===== src/atb_pkg.sv =====
// Package with constants, states and carrier types of the bus bridge.
package atb_pkg;

	localparam int unsigned HADDR_W = 32;
	localparam int unsigned DATA_W = 32;
	localparam int unsigned PADDR_W_DEF = 16;
	localparam int unsigned NUM_PERIPH_DEF = 4;
	localparam int unsigned SEL_LSB_DEF = 12;
	localparam int unsigned SEL_BITS_DEF = 4;

	localparam logic [1:0] TRANS_IDLE = 2'h0;
	localparam logic [1:0] TRANS_BUSY = 2'h1;
	localparam logic [1:0] TRANS_NONSEQ = 2'h2;
	localparam logic [1:0] TRANS_SEQ = 2'h3;

	localparam logic [1:0] RESP_OKAY = 2'h0;

	typedef enum logic [7:0] {
		ATB_IDLE = 8'h01,
		ATB_READ = 8'h02,
		ATB_WWAIT = 8'h04,
		ATB_WRITE = 8'h08,
		ATB_WRITEP = 8'h10,
		ATB_RENABLE = 8'h20,
		ATB_WENABLE = 8'h40,
		ATB_WENABLEP = 8'h80
	} atb_state_e;

	typedef struct packed {
		logic [HADDR_W-1:0] addr;
		logic write;
	} atb_req_s;

endpackage : atb_pkg


===== src/atb_bridge.sv =====
// Top module of the bus bridge that turns system bus transfers into peripheral transfers.
// Notes on behaviour
// - Reset input is active low and clears the bridge logic.
// - Slave address input is a full 32-bit system address.
// - Ready to bus goes high on completion, low only while a read or a transfer behind a pending write waits.
// - Response output is always OKAY.
// - Write data is always driven and changes only in write cycles.
// - Enable rises at the second edge of a transfer and falls at the third.
// - One select output per peripheral, meaning chosen and transfer requested.
// - Select rises with the peripheral address and falls at transfer end.
// - Peripheral address width is configurable up to 32 bits.
// - Peripheral address valid after the first edge of each transfer.
// - Address moves to the next value if another transfer follows, else holds.
// - Direction output high for write, low for read, timed like the address.
// - Only requests of the granted master, seen via bus ready, are converted.
// - Selects decoded from the address and enabled only during a transfer.
// - Unmapped address selects nothing yet completes normally.
// - Controller is an eight-state machine driving ready and peripheral outputs.
// - A read with no pending write gets one wait state until read data reaches the bus.
// - A write waits one cycle for write data, then starts the peripheral write.
// - A read after a pending write waits two extra states for the write to end.
// - Registers clock on the rising edge and clear on the low reset, except ready to bus, which resets high, and the state, which resets to ATB_IDLE.
`timescale 1ns/1ps
`default_nettype none
module atb_bridge #(
	parameter int unsigned PADDR_W = atb_pkg::PADDR_W_DEF,
	parameter int unsigned NUM_PERIPH = atb_pkg::NUM_PERIPH_DEF,
	parameter int unsigned SEL_LSB = atb_pkg::SEL_LSB_DEF,
	parameter int unsigned SEL_BITS = atb_pkg::SEL_BITS_DEF
) (
	// Clock and reset
	input wire logic clock_i,
	input wire logic reset_n_i,
	// System bus slave
	input wire logic [atb_pkg::HADDR_W-1:0] haddr_i,
	input wire logic [1:0] htrans_i,
	input wire logic hwrite_i,
	input wire logic [atb_pkg::DATA_W-1:0] hwdata_i,
	input wire logic bridge_slave_select_i,
	input wire logic bus_ready_in_i,
	output logic [atb_pkg::DATA_W-1:0] hrdata_o,
	output logic ready_to_bus_o,
	output logic [1:0] hresp_o,
	// Peripheral bus
	input wire logic [atb_pkg::DATA_W-1:0] prdata_i,
	output logic [atb_pkg::DATA_W-1:0] pwdata_o,
	output logic penable_o,
	output logic [NUM_PERIPH-1:0] peripheral_selects_o,
	output logic [PADDR_W-1:0] paddr_o,
	output logic pwrite_o
);

	////////////////////////////////////////////////////////////////////////////////
	// Valid transfer detection and address phase capture.

	atb_pkg::atb_state_e state;
	atb_pkg::atb_state_e next_state;
	atb_pkg::atb_req_s held;
	atb_pkg::atb_req_s cur;
	logic valid;
	logic valid_read;
	logic valid_write;
	logic held_valid;
	logic [atb_pkg::HADDR_W-1:0] sel_addr;
	logic next_psel_en;
	logic [NUM_PERIPH-1:0] next_selects;

	// Transfers only count when the granted master's previous transfer has ended.
	assign valid = bridge_slave_select_i && bus_ready_in_i
		&& (htrans_i == atb_pkg::TRANS_NONSEQ || htrans_i == atb_pkg::TRANS_SEQ);
	assign valid_read = valid && !hwrite_i;
	assign valid_write = valid && hwrite_i;
	assign cur.addr = haddr_i;
	assign cur.write = hwrite_i;

	always_ff @(posedge clock_i) begin
		if (!reset_n_i) begin
			held <= '0;
		end else if (valid) begin
			held <= cur;
		end
	end

	// Marks a registered request, read or write, not yet started on the peripheral bus.
	always_ff @(posedge clock_i) begin
		if (!reset_n_i) begin
			held_valid <= 1'b0;
		end else if (bus_ready_in_i) begin
			held_valid <= valid;
		end
	end

	////////////////////////////////////////////////////////////////////////////////
	// Transfer state machine.

	always_comb begin
		next_state = state;
		unique case (state)
			atb_pkg::ATB_IDLE: begin
				if (valid_read) begin
					next_state = atb_pkg::ATB_READ;
				end else if (valid_write) begin
					next_state = atb_pkg::ATB_WWAIT;
				end
			end
			atb_pkg::ATB_READ: begin
				next_state = atb_pkg::ATB_RENABLE;
			end
			atb_pkg::ATB_WWAIT: begin
				next_state = valid ? atb_pkg::ATB_WRITEP : atb_pkg::ATB_WRITE;
			end
			atb_pkg::ATB_WRITE: begin
				next_state = valid ? atb_pkg::ATB_WENABLEP : atb_pkg::ATB_WENABLE;
			end
			atb_pkg::ATB_WRITEP: begin
				next_state = atb_pkg::ATB_WENABLEP;
			end
			atb_pkg::ATB_RENABLE, atb_pkg::ATB_WENABLE: begin
				if (valid_read) begin
					next_state = atb_pkg::ATB_READ;
				end else if (valid_write) begin
					next_state = atb_pkg::ATB_WWAIT;
				end else begin
					next_state = atb_pkg::ATB_IDLE;
				end
			end
			atb_pkg::ATB_WENABLEP: begin
				if (!held.write) begin
					next_state = atb_pkg::ATB_READ;
				end else if (valid) begin
					next_state = atb_pkg::ATB_WRITEP;
				end else begin
					next_state = atb_pkg::ATB_WRITE;
				end
			end
			default: begin
				next_state = atb_pkg::ATB_IDLE;
			end
		endcase
	end

	always_ff @(posedge clock_i) begin
		if (!reset_n_i) begin
			state <= atb_pkg::ATB_IDLE;
		end else begin
			state <= next_state;
		end
	end

	////////////////////////////////////////////////////////////////////////////////
	// Peripheral output generation.

	// Reads use the live address; writes and pending transfers use the held one.
	assign sel_addr = (next_state == atb_pkg::ATB_READ && state != atb_pkg::ATB_WENABLEP)
		? haddr_i : held.addr;
	assign next_psel_en = next_state == atb_pkg::ATB_READ || next_state == atb_pkg::ATB_WRITE
		|| next_state == atb_pkg::ATB_WRITEP;

	atb_decode #(
		.NUM_PERIPH(NUM_PERIPH),
		.SEL_LSB(SEL_LSB),
		.SEL_BITS(SEL_BITS)
	) u_decode (
		.addr_i(sel_addr),
		.enable_i(next_psel_en),
		.selects_o(next_selects)
	);

	// Address and direction load only when a transfer starts, so they hold between transfers.
	always_ff @(posedge clock_i) begin
		if (!reset_n_i) begin
			paddr_o <= '0;
			pwrite_o <= 1'b0;
		end else if (next_psel_en) begin
			paddr_o <= sel_addr[PADDR_W-1:0];
			pwrite_o <= next_state != atb_pkg::ATB_READ;
		end
	end

	// Selects follow the address edge and stay through the enable cycle.
	always_ff @(posedge clock_i) begin
		if (!reset_n_i) begin
			peripheral_selects_o <= '0;
		end else if (next_psel_en) begin
			peripheral_selects_o <= next_selects;
		end else if (next_state == atb_pkg::ATB_IDLE || next_state == atb_pkg::ATB_WWAIT) begin
			peripheral_selects_o <= '0;
		end
	end

	always_ff @(posedge clock_i) begin
		if (!reset_n_i) begin
			penable_o <= 1'b0;
		end else begin
			penable_o <= next_state == atb_pkg::ATB_RENABLE || next_state == atb_pkg::ATB_WENABLE
				|| next_state == atb_pkg::ATB_WENABLEP;
		end
	end

	// Write data is captured in the wait or pending state, one cycle after its address phase.
	always_ff @(posedge clock_i) begin
		if (!reset_n_i) begin
			pwdata_o <= '0;
		end else if (next_psel_en && next_state != atb_pkg::ATB_READ) begin
			pwdata_o <= hwdata_i;
		end
	end

	////////////////////////////////////////////////////////////////////////////////
	// System bus answer.

	always_ff @(posedge clock_i) begin
		if (!reset_n_i) begin
			hrdata_o <= '0;
		end else if (state == atb_pkg::ATB_READ) begin
			hrdata_o <= prdata_i;
		end
	end

	always_ff @(posedge clock_i) begin
		if (!reset_n_i) begin
			ready_to_bus_o <= 1'b1;
		end else begin
			ready_to_bus_o <= !(next_state == atb_pkg::ATB_READ || next_state == atb_pkg::ATB_WRITEP
				|| (next_state == atb_pkg::ATB_WENABLEP && held_valid && !held.write));
		end
	end

	assign hresp_o = atb_pkg::RESP_OKAY;

endmodule : atb_bridge
`default_nettype wire


===== src/atb_decode.sv =====
// Peripheral select decoder driven from the transfer address.
`timescale 1ns/1ps
`default_nettype none
module atb_decode #(
	parameter int unsigned NUM_PERIPH = atb_pkg::NUM_PERIPH_DEF,
	parameter int unsigned SEL_LSB = atb_pkg::SEL_LSB_DEF,
	parameter int unsigned SEL_BITS = atb_pkg::SEL_BITS_DEF
) (
	// Address and enable
	input wire logic [atb_pkg::HADDR_W-1:0] addr_i,
	input wire logic enable_i,
	// One-hot selects
	output logic [NUM_PERIPH-1:0] selects_o
);

	logic [SEL_BITS-1:0] slot;

	assign slot = addr_i[SEL_LSB +: SEL_BITS];

	// Slots at or above the peripheral count select nothing and still complete.
	genvar g;
	generate
		for (g = 0; g < NUM_PERIPH; g++) begin : g_sel
			assign selects_o[g] = enable_i && (slot == SEL_BITS'(g));
		end
	endgenerate

endmodule : atb_decode
`default_nettype wire


===== config.mk =====
export PLATFORM = sky130hd
export DESIGN_NAME = atb_bridge
export DESIGN_NICKNAME = d
export VERILOG_FILES = /design/src/atb_pkg.sv /design/src/atb_bridge.sv /design/src/atb_decode.sv
export SDC_FILE = /design/constraint.sdc
export NUM_CORES = 1
export LEC_CHECK = 0
export BUFFER_PORTS_ARGS = -buffer_cell sky130_fd_sc_hd__buf_4
export CAP_MARGIN = 20
export CORE_MARGIN = 4
export CORE_UTILIZATION = 47
export CTS_CLUSTER_SIZE = 40
export DETAILED_ROUTE_END_ITERATION = 6
export PLACE_DENSITY = 0.83
export SLEW_MARGIN = 25
export SYNTH_ARGS = -nofsm -noshare
export SYNTH_HDL_FRONTEND = slang
export SYNTH_SLANG_ARGS = --single-unit

===== constraint.sdc =====
create_clock -name clock_i -period 2.45 [get_ports clock_i]
set_input_delay 0.245 -clock clock_i [delete_from_list [all_inputs] [get_ports clock_i]]
set_output_delay 0.245 -clock clock_i [all_outputs]
set_load 0.02 [all_outputs]

==> impl_metrics.ini <==
[synth]
yosys-top-cells-area = dfxtp_1 (52%), nand2_1 (15%), a21oi_1 (9.8%)
ys_seq_elements = 113
synth_cell_types = 49
synth_edf_count = 0
synth_seq_area_share_pct = 52.1
yosysMostFrequentCell = nand2_1
synth_top_cell_by_area = dfxtp_1
synthArstFlopShare_pct = 0
avgSynthCellArea_sq_um = 8.31
syn_area_sq_um = 4350
yosys_warnings = 0
syn_inst = 523
ys.flop_type = dfxtp_1
netlist.area_leader.share_pct = 52.1
ys_top_cells_by_count = nand2_1 (168), dfxtp_1 (113), a21oi_1 (85), nor2_1 (23), clkbuf_1 (20)

[die]
die_x_um = 104
pin_count = 192
die_area_sq_um = 10800
die_h_um = 104
fp-row-count = 34
start_util_pct = 49.1
core-area_sq_um = 8850

[timing]
worstMarginPinSlew_ns = 0.541
setup_viol = 0
fin_tns_setup_ns = 0
fmax_mhz = 445
rsz0062_at_grt = no
hold_ws_ns = 0.0198
max-slew-margin-rel_pct = 63.8
min_period_over_period_pct = 91.7
slew_viol_final = 0
period_needed_ns = 2.25
skew_ns = 0.0108
hold_violations = 0

[run]
cap_violations = 0

[clock_tree]
clk_pin_slew_ns = 0.06
htreeDepth = 4
cts_tree = done
cts_root_buf = clkbuf_8
clkLatencyLatePin_ns = 0.49
clk_path_buf_depth = 2
cts_setup_buffers = 0
cts_buffers = 17
numClockSinks = 113

[layout]
drive_gt1_share_pct = 29.3
syn_to_final_growth_pct = 60.1
stdcell_area_sq_um = 6960
n_antenna_cell = 0
finalNetCount = 859

[critical_path]
r2r_start = state[1]
r2r_end = paddr_o[12]
reg2reg_depth = 6
crit_fanout = 20
worstSetupStartpointType = flop
cp-end-kind = flop
critPathKind = reg2reg
r2r_slack_ns = 0.20
crit_required_ns = 2.86
crit_arrival_ns = 2.66

[min_path]
hold_depth = 3
hold_class = in2reg
min_to = hrdata_o[21]
min_from = prdata_i[21]

[drt]
postRouteAntennaNets = 0
viasPerCell = 5.34
drt_iter0_drc = 288
remaining_drc_errors = 0
vias = 4680
drt-total-wl_um = 13600
dr.pass1.iters = 5
routedWlPerCell_um = 15.6

[global_route]
track_usage_pct = 24.9
grt_pass1_vias = 4662
antenna_found_initial = 0
grt_overflow = 0
grt_pass1_wl_um = 22400
grt_start_max_net_pins = 38

[placement]
port_buffers = 172
placed_area_sq_um = 5690
place_hpwl_um = 8290
gp_congestion = 0.927

[status]
outcome = completed

[power]
ir_worst_vdd_v = 0.000465
powerDensity_nw_per_um2 = 664
p_leak_uw = 0.00301
flip-flops by register name (all words and copies together) (netlist names):
name and count:
pwrite_o 1, peripheral_selects_o 4, held 17, held_valid 1, pwdata_o 32, paddr_o 16
state 8, hrdata_o 32, ready_to_bus_o 1, penable_o 1
worst max-delay path, cell delays in order, from the launching register on:
cell and delay, ns:
dfxtp_1 0.38, or3_1 0.41, or4_4 0.55, a21boi_4 0.23, buf_8 0.22, a22o_1 0.25, a21oi_2 0.13
area by class of cell:
type                            instances  area [sq um]
Fill cell                             551          1890
Timing Repair Buffer                  251          2060
Clock inverter                         10           135
Sequential cell                       113          2260
Inverter                                4          16.3
Multi-Input combinational cell        369          1900
Tap cell                              108           135
Clock buffer                           21           449
layout by cell type (no fill, tap or decap), types with 2 or more instances in the layout:
cell,count
clkbuf_16,16
nor4b_1,2
o211ai_1,2
inv_1,3
conb_1,2
buf_4,183
clkbuf_8,3
o211a_1,2
dlygate4sd3_1,67
xor2_1,2
a32o_1,2
bufinv_16,3
o21ai_0,4
mux2i_1,15
dfxtp_1,113
a21oi_1,85
a211oi_1,10
and2_1,2
and3_1,4
o22ai_1,2
nand3_1,7
nand2_1,168
or3_1,2
clkinvlp_4,4
clkbuf_1,2
clkinv_2,4
a211oi_2,5
or4_1,2
a22o_1,2
nor3_1,6
nor2_1,23
timing repair:
action,4_1_cts,5_1_grt
endpoints found under the setup margin,0,0
gates resized for setup,0,0
hold buffers,67,0
hold endpoints to repair,68,0
where the power goes:
part	internal [uW]	switching, uW	total [uW]
Sequential	1860	13.6	1870
Clock	1590	814	2400
Combinational	199	142	340
Total	3650	969	4620
metal layers:
layer  vias up  share of wire (%)  global-route usage [%]
met5         -                  0                       0
met4         0                2.4                    10.3
met3        29                7.9                    7.88
met2       218                 50                    42.6
met1      2200                 40                    28.8
li1       2233                  -                       -
metrics by stage:
step | total power [uW] | util, % | instances | setup WS, ns
finish | 4620 | 78.6 | 876 | 0.204
global route | 4760 | 78.6 | 876 | 0.0725
CTS | 4640 | 78.5 | 875 | 0.103
detailed placement | 2160 | 64.3 | 777 | 0.140
global placement | 2150 | 64.3 | 777 | 0.258
floorplan | 2010 | - | 524 | 0.532
worst max-delay path by stage:
stage,end,depth (start not counted),start
final,paddr_o[12],6,state[1]
after global routing,paddr_o[12],6,state[1]
after CTS,peripheral_selects_o[1],5,state[2]
after detailed placement,peripheral_selects_o[1],5,state[2]
after global placement,peripheral_selects_o[1],5,state[3]
after floorplan,paddr_o[2],7,state[2]
kinds of logic after synthesis:
group / count (synthesis) / share of synthesized area, %
AOI/OAI and AO/OA: 123 / 17.3
muxes: 15 / 3.46
DFF: 113 / 52.1
xor gates and xnor gates: 3 / 0.605
and+or+nand+nor: 226 / 22.1
other: 1 / 0.0863
buffers and inverters: 42 / 4.43
Power figures use the tool's default switching activity.
